<file path="src/eeprom_guard_pkg.sv">
// constants and types shared by the serial eeprom write guard
package eeprom_guard_pkg;
   localparam int CLK_PERIOD_NS = 20;          // clk_sys period
   localparam int GLITCH_NS     = 20;          // widest pulse that is ignored
   // a level must outlast the glitch width, so strictly more cycles than it covers
   localparam int FILT_CYC      = GLITCH_NS / CLK_PERIOD_NS + 1;
   localparam int ADDR_W        = 10;          // word address bits
   localparam int DATA_W        = 16;          // word width
   localparam int CNT_W         = 6;           // clock counter width
   localparam int HDR_BITS      = 2 + ADDR_W;  // opcode plus address
   localparam int DATA_BITS     = HDR_BITS + DATA_W;
   localparam logic [CNT_W-1:0] CNT_HDR  = 6'h0c;  // clocks for header only
   localparam logic [CNT_W-1:0] CNT_DATA = 6'h1c;  // clocks for header plus data
   localparam logic [CNT_W-1:0] CNT_MAX  = 6'h3f;  // counter saturates here
   // opcode field values
   localparam logic [1:0] OP_EXT   = 2'h0;     // extended group, sub-code in top address bits
   localparam logic [1:0] OP_WRITE = 2'h1;
   localparam logic [1:0] OP_READ  = 2'h2;
   localparam logic [1:0] OP_ERASE = 2'h3;
   // extended sub-codes
   localparam logic [1:0] SUB_DISABLE   = 2'h0;
   localparam logic [1:0] SUB_WRITE_ALL = 2'h1;
   localparam logic [1:0] SUB_ERASE_ALL = 2'h2;
   localparam logic [1:0] SUB_ENABLE    = 2'h3;
   localparam logic [DATA_W-1:0] ERASE_WORD = 16'hffff;  // erased cell content
   // command code handed to the memory array
   typedef enum logic [1:0] {
      MEM_WRITE     = 2'h0,
      MEM_ERASE     = 2'h1,
      MEM_WRITE_ALL = 2'h2,
      MEM_ERASE_ALL = 2'h3
   } mem_cmd_e;
   // instruction sequencer, gray along idle -> hunt -> shift
   typedef enum logic [1:0] {
      S_IDLE  = 2'h0,
      S_HUNT  = 2'h1,
      S_SHIFT = 2'h3
   } seq_state_e;
endpackage

</file>
<file path="src/eeprom_write_guard.sv">
// instruction sequencer with low-voltage and clock-count write protection
`timescale 1ns/1ps
module eeprom_write_guard
   import eeprom_guard_pkg::*;
(
   // clock, reset, enable
   input  wire logic              clk_sys,
   input  wire logic              rst_n,
   input  wire logic              clk_en,
   // supply detector, high while voltage low or at power-up
   input  wire logic              low_voltage,
   // serial pins from the host
   input  wire logic              chip_select,
   input  wire logic              serial_clock_in,
   input  wire logic              serial_data_in,
   // three-state data output
   output logic                   data_out,
   output logic                   data_out_oe,
   // memory array side
   input  wire logic              mem_busy,
   output logic                   mem_start,
   output mem_cmd_e               mem_cmd,
   output logic [ADDR_W-1:0]      mem_addr,
   output logic [DATA_W-1:0]      mem_data,
   // status
   output logic                   program_enabled,
   output logic                   write_cancel
);
   // filtered pin levels
   logic [2:0] pins;
   wire cs_f = pins[2];
   wire sk_f = pins[1];
   wire di_f = pins[0];

   pin_glitch_filter #(.WIDTH(3), .CYCLES(FILT_CYC)) u_filter (
      .clk_sys   (clk_sys),
      .rst_n     (rst_n),
      .clk_en    (clk_en),
      .pin_raw   ({chip_select, serial_clock_in, serial_data_in}),
      .pin_clean (pins)
   );

   // sequencer, edge history and shift state
   seq_state_e            state;          // sequencer state
   logic                  cs_d, sk_d;     // previous filtered levels
   logic [CNT_W-1:0]      clk_cnt;        // clocks since start bit
   logic [DATA_BITS-1:0]  shreg;          // serial shift register
   logic [HDR_BITS-1:0]   hdr;            // opcode and address, caught at header end
   logic                  verify_pend;    // a write was launched, verify may follow

   // edge detection on filtered pins
   wire sk_rise = sk_f & ~sk_d;
   wire cs_fall = ~cs_f & cs_d;
   wire [DATA_BITS-1:0] next_shreg = {shreg[DATA_BITS-2:0], di_f};
   // busy array ignores serial input, so no start bit is seen then
   wire start_bit = (state == S_HUNT) & cs_f & sk_rise & di_f & ~mem_busy;

   // instruction decode from the header
   wire [1:0] opc = hdr[HDR_BITS-1 -: 2];
   wire [1:0] sub = hdr[ADDR_W-1 -: 2];
   wire hdr_done  = clk_cnt >= CNT_HDR;       // last address bit received
   wire is_write  = opc == OP_WRITE;
   wire is_erase  = opc == OP_ERASE;
   wire is_write_all_cmd   = (opc == OP_EXT) & (sub == SUB_WRITE_ALL);
   wire is_erase_all_cmd   = (opc == OP_EXT) & (sub == SUB_ERASE_ALL);
   wire is_enable = (opc == OP_EXT) & (sub == SUB_ENABLE);
   wire is_disab  = (opc == OP_EXT) & (sub == SUB_DISABLE);
   wire wr_class  = hdr_done & (is_write | is_erase | is_write_all_cmd | is_erase_all_cmd);
   wire [CNT_W-1:0] need_cnt = (is_write | is_write_all_cmd) ? CNT_DATA : CNT_HDR;
   // exact match only, so an overclocked erase fails
   wire cnt_ok    = clk_cnt == need_cnt;
   // write-class and mode decisions are all taken at the select fall
   wire ending    = (state == S_SHIFT) & cs_fall;
   wire launch    = ending & wr_class & cnt_ok & program_enabled & ~mem_busy;
   wire cancel    = ending & wr_class & ~launch;
   wire set_en    = ending & hdr_done & is_enable;
   wire clr_en    = ending & hdr_done & is_disab;

   // memory command picked from the decoded header
   mem_cmd_e next_cmd;
   assign next_cmd = is_write ? MEM_WRITE : is_erase ? MEM_ERASE :
                     is_write_all_cmd ? MEM_WRITE_ALL : MEM_ERASE_ALL;

   // select opens a hunt for the start bit, its fall closes the frame
   seq_state_e next_state;
   always_comb begin
      next_state = state;
      case (state)
         S_IDLE:  if (cs_f) next_state = S_HUNT;
         S_HUNT: begin
            if (!cs_f) next_state = S_IDLE;
            else if (start_bit) next_state = S_SHIFT;
         end
         S_SHIFT: if (!cs_f) next_state = S_IDLE;
         default: next_state = S_IDLE;
      endcase
   end

   // verify drive: only while selected after a launch and before a new start bit
   wire next_oe = cs_f & verify_pend & (state == S_HUNT) & ~start_bit;

   // guarded state: detector clears it at once, without the clock
   always_ff @(posedge clk_sys or posedge low_voltage) begin
      if (low_voltage) begin
         state           <= S_IDLE;
         clk_cnt         <= '0;
         program_enabled <= 1'b0;
         verify_pend     <= 1'b0;
         mem_start       <= 1'b0;
         write_cancel    <= 1'b0;
         data_out_oe     <= 1'b0;
      end else if (!rst_n) begin
         state           <= S_IDLE;
         clk_cnt         <= '0;
         program_enabled <= 1'b0;
         verify_pend     <= 1'b0;
         mem_start       <= 1'b0;
         write_cancel    <= 1'b0;
         data_out_oe     <= 1'b0;
      end else if (clk_en) begin
         state        <= next_state;
         mem_start    <= launch;
         write_cancel <= cancel;
         data_out_oe  <= next_oe;
         // counter restarts at start bit and saturates, so huge counts never wrap to a match
         if (start_bit) clk_cnt <= '0;
         else if (state == S_SHIFT && sk_rise && clk_cnt != CNT_MAX) clk_cnt <= clk_cnt + CNT_W'(1);
         if (set_en) program_enabled <= 1'b1;
         else if (clr_en) program_enabled <= 1'b0;
         if (launch) verify_pend <= 1'b1;
         else if (start_bit) verify_pend <= 1'b0;
      end
   end

   // plain data path, no protection role
   always_ff @(posedge clk_sys) begin
      if (!rst_n) begin
         cs_d     <= 1'b0;
         sk_d     <= 1'b0;
         shreg    <= '0;
         hdr      <= '0;
         mem_cmd  <= MEM_WRITE;
         mem_addr <= '0;
         mem_data <= '0;
         data_out <= 1'b0;
      end else if (clk_en) begin
         cs_d     <= cs_f;
         sk_d     <= sk_f;
         data_out <= ~mem_busy;
         if (state == S_SHIFT && sk_rise) begin
            shreg <= next_shreg;
            if (clk_cnt == CNT_HDR - CNT_W'(1)) hdr <= next_shreg[HDR_BITS-1:0];
         end
         if (launch) begin
            mem_cmd  <= next_cmd;
            mem_addr <= hdr[ADDR_W-1:0];
            mem_data <= (is_erase | is_erase_all_cmd) ? ERASE_WORD : shreg[DATA_W-1:0];
         end
      end
   end
endmodule // eeprom_write_guard

</file>
<file path="src/pin_glitch_filter.sv">
// two-flop synchroniser and pulse-width filter for the serial input pins
`timescale 1ns/1ps
module pin_glitch_filter
   import eeprom_guard_pkg::*;
#(
   parameter int WIDTH = 3,
   parameter int CYCLES = FILT_CYC
) (
   // clock and control
   input  wire logic             clk_sys,
   input  wire logic             rst_n,
   input  wire logic             clk_en,
   // raw pins and filtered levels
   input  wire logic [WIDTH-1:0] pin_raw,
   output logic      [WIDTH-1:0] pin_clean
);
   localparam int CW = (CYCLES > 1) ? $clog2(CYCLES) : 1;
   localparam logic [CW-1:0] LAST = CW'(CYCLES - 1);

   initial begin
      if (CYCLES < 2) $error("filter needs at least two cycles");
   end

   logic [WIDTH-1:0] meta;               // first stage, read only by stage two
   logic [WIDTH-1:0] sync;               // safe sampled level
   logic [CW-1:0]    run [WIDTH];        // cycles the new level has held

   // synchroniser chain
   always_ff @(posedge clk_sys) begin
      if (!rst_n) begin
         meta <= '0;
         sync <= '0;
      end else if (clk_en) begin
         meta <= pin_raw;
         sync <= meta;
      end
   end

   // per pin: accept a level only once it outlives the glitch width
   for (genvar i = 0; i < WIDTH; i++) begin : g_bit
      wire differs = sync[i] != pin_clean[i];
      always_ff @(posedge clk_sys) begin
         if (!rst_n) begin
            run[i]       <= '0;
            pin_clean[i] <= 1'b0;
         end else if (clk_en) begin
            if (!differs) begin
               run[i] <= '0;              // short pulse dropped, restart
            end else if (run[i] == LAST) begin
               pin_clean[i] <= sync[i];
               run[i]       <= '0;
            end else begin
               run[i] <= run[i] + CW'(1);
            end
         end
      end
   end
endmodule // pin_glitch_filter

</file>
<file path="config.mk">
export PLATFORM = sky130hd
export DESIGN_NAME = eeprom_write_guard
export DESIGN_NICKNAME = d
export VERILOG_FILES = /design/src/eeprom_guard_pkg.sv /design/src/eeprom_write_guard.sv /design/src/pin_glitch_filter.sv
export SDC_FILE = /design/constraint.sdc
export NUM_CORES = 1
export LEC_CHECK = 0
export BUFFER_PORTS_ARGS = -buffer_cell sky130_fd_sc_hd__buf_2
export CAP_MARGIN = 20
export CORE_MARGIN = 4
export CORE_UTILIZATION = 40
export CTS_CLUSTER_DIAMETER = 40
export DETAILED_ROUTE_END_ITERATION = 7
export PLACE_DENSITY = 0.56
export SYNTH_ARGS = -nofsm -noshare
export SYNTH_HDL_FRONTEND = slang
export SYNTH_HIERARCHICAL = 1
export SYNTH_SLANG_ARGS = --single-unit
</file>
<file path="constraint.sdc">
create_clock -name clk_sys -period 5 [get_ports clk_sys]
set_clock_uncertainty 0.2 [all_clocks]
set_input_delay 1.5 -clock clk_sys [delete_from_list [all_inputs] [get_ports clk_sys]]
set_output_delay 1.5 -clock clk_sys [all_outputs]
set_load 0.01 [all_outputs]
</file>
==> impl_metrics.yaml <==
yosys:
  synth.cell_area_mm2: 0.00368
  syn_avg_cell_area_um2: 9.44
  synth-async-reset-ratio_pct: 15.5
  synth_nets: 400
  ys_types: 49
  yosysWarnings: 6
  synthCells: 390
  synth-seq-cells: 84
  seq_area_frac_synth_pct: 48.0
  synth_edf_count: 2
  synthFlopType: "dfxtp_1"
pwr:
  peakVddDrop_mv: 0.170
  leakage_nw: 1.61
  p_per_area_mw_per_mm2: 283
clocking:
  cts-root-buf: "clkbuf_8"
  ctsHoldBuffers: 0
  post_cts_buffers: 0
  cts_tree: "built"
  htreeDepth: 3
  cts_buffers: 9
  path_clk_slew_ns: 0.08
  clock_latency_ns: 0.35
  cts_resized: 0
  clockBufferDepth: 2
  cts.sinks: 84
setup_path:
  path_max_fanout: 29
  startpoint_type: "primary input"
  crit_arrival_ns: 3.40
  critPathKind: "primary input to flip-flop"
  slowest_stage: "nor2_4"
  crit_chain: "buf_2 > and4bb_1 > nand4_1 > mux2_4 > nor2_4 > mux2i_1"
  regToRegSetupSlack_ns: 2.36
  critPathRequiredTime_ns: 5.07
  rr_worst_depth: 7
  cp_slowest_stage_delay_ns: 0.78
  endpoint_kind: "flip-flop"
global_route:
  grt_max_degree: 47
  grt_overflow: 0
  grt_pass1_wl_um: 12800
  grt_util_all_layers_pct: 14.4
  first_global_vias: 2629
  antenna_found_initial: 0
sta:
  final_max_slew_viol_count: 0
  fin_crit_sh_pct: 66.6
  fin_setup_tns_ns: 0
  hold_violations: 0
  max_slew_margin_pct: 32.8
  setup_viol_count_final: 0
  period_needed_ns: 3.33
  max_freq_ghz: 0.300
  worst_pin_slew_ns: 1.01
  grt_setup_unrepaired: "false"
die:
  start_util_pct: 41.6
  core_mm2: 0.00885
  rows: 34
  die_w_um: 104
  die_h_um: 104
  die_area_mm2: 0.0108
  ios: 41
routing:
  via_per_inst: 4.98
  drcViolationCount: 0
  first_iter_violations: 100
  detail_route.wl_per_cell_um: 13.6
  ant_nets: 0
  vias: 2661
  drtPass1Iterations: 4
  wirelength_um: 7270
worst_hold_path:
  worstHoldPathType: "flip-flop to flip-flop"
  min_path_cells: 2
final_layout:
  antennaDiodeCount: 0
  area_growth_pct: 10.5
  final_cells: 534
  final_nets: 431
  final_layout_size_suffix_gt1_share_pct: 16.4
placement:
  dp.cells: 518
  hpwl_um: 4910
  io_buffers: 40
  place_congestion: 0.819
outcome:
  status: "completed"
job:
  drv_cap: 0
synthesized netlist by cell type, drive strengths merged (2+ instances only):
cell type / count / area, um^2
o211a: 2 / 20.0
nor3: 5 / 25.0
a21bo: 3 / 30.0
inv: 9 / 33.8
nor2: 16 / 67.6
a21oi: 8 / 40.0
a21boi: 21 / 158
dfrtp: 13 / 325
nor2b: 15 / 93.8
buf: 10 / 104
mux2i: 47 / 470
nand2: 83 / 314
and4bb: 2 / 25.0
o211ai: 2 / 15.0
nand2b: 5 / 31.3
clkbuf: 15 / 56.3
o21ai: 21 / 105
o21a: 2 / 15.0
xnor2: 7 / 61.3
and3: 3 / 18.8
nand4: 7 / 50.1
edfxtp: 2 / 60.1
dfxtp: 69 / 1380
ha: 2 / 25.0
nand3: 8 / 40.0
registers in the layout, summed over array words and instances (netlist names):
register	count
clk_cnt	6
cs_d	1
data_out	1
data_out_oe	1
hdr	12
mem_addr	10
mem_cmd	2
mem_data	16
mem_start	1
program_enabled	1
shreg	16
sk_d	1
state	2
u_filter/meta	3
u_filter/pin_clean	3
u_filter/run	3
u_filter/sync	3
verify_pend	1
write_cancel	1
metal layers:
layer	global-route usage [%]	vias up	share of wire, %
met1	20.0	1230	52
met4	3.89	0	0.78
li1	-	1386	-
met3	4.84	4	3.4
met5	0	-	0
met2	21.4	41	44
cells by family (layout without fill, tap and decap cells):
group	count (synthesis)	count (layout)	synth area share, %
flops	84	84	48.0
compound gates	65	65	11.8
fa+ha+maj	2	2	0.679
xor+xnor	7	7	1.67
buf+inv	34	70	5.27
mux	48	48	13.2
simple gates	150	150	19.4
per-stage QoR:
step | cell area, um^2 | setup WS, ns | util, % | power, mW | hold slack (ns)
3_3_place_gp | 3890 | 1.27 | 44.0 | 0.734 | 0.239
4_1_cts | 4070 | 1.63 | 46.0 | 1.17 | 0.259
2_1_floorplan | 3680 | 2.00 | - | 0.725 | 0.238
6_report | 4070 | 1.67 | 46.0 | 1.15 | 0.255
3_5_place_dp | 3890 | 1.24 | 44.0 | 0.735 | 0.244
5_1_grt | 4070 | 1.51 | 46.0 | 1.20 | 0.276
placed cells by master (no fill, tap or decap), types with 7 or more instances in the layout:
cell	netlist	routed
nand2_1	82	82
dfxtp_1	69	69
mux2i_1	47	47
buf_2	3	40
o21ai_0	20	20
a21boi_0	20	20
nor2_1	15	15
nor2b_1	15	15
dfrtp_1	13	13
clkbuf_8	0	9
inv_1	8	8
a21oi_1	8	8
nand3_1	8	8
xnor2_1	7	7
worst paths after layout:
kind                              from           to
min                         mem_cmd[0]   mem_cmd[0]
max                           mem_busy  mem_data[8]
min reg2reg                 mem_cmd[0]   mem_cmd[0]
max in group asynchronous  low_voltage     state[1]
min in group asynchronous  low_voltage   clk_cnt[0]
max reg2reg                 clk_cnt[0]  mem_data[8]
area by class of cell:
cell class,instances,area (um^2)
fillers,872,4780
flip-flops and latches,84,1770
multi-input cells,272,1720
repair buffers,45,238
well taps,108,135
clock buffers,9,124
clock inverters,7,50.0
inverters,9,33.8
worst max-delay path, delay by kind of cell:
kind                   cells  cell delay [ns]
AND/OR/NAND/NOR            3             1.16
buffers and inverters      1             0.12
multiplexers               2             0.60
power breakdown:
group | leakage, nW | switching [mW] | total, mW | internal, mW
clock | 0.0782 | 0.251 | 0.432 | 0.181
combinational | 0.775 | 0.0245 | 0.0385 | 0.0140
sequential | 0.760 | 0.00299 | 0.680 | 0.677
total | 1.61 | 0.279 | 1.15 | 0.872
Power figures use the tool's default switching activity.
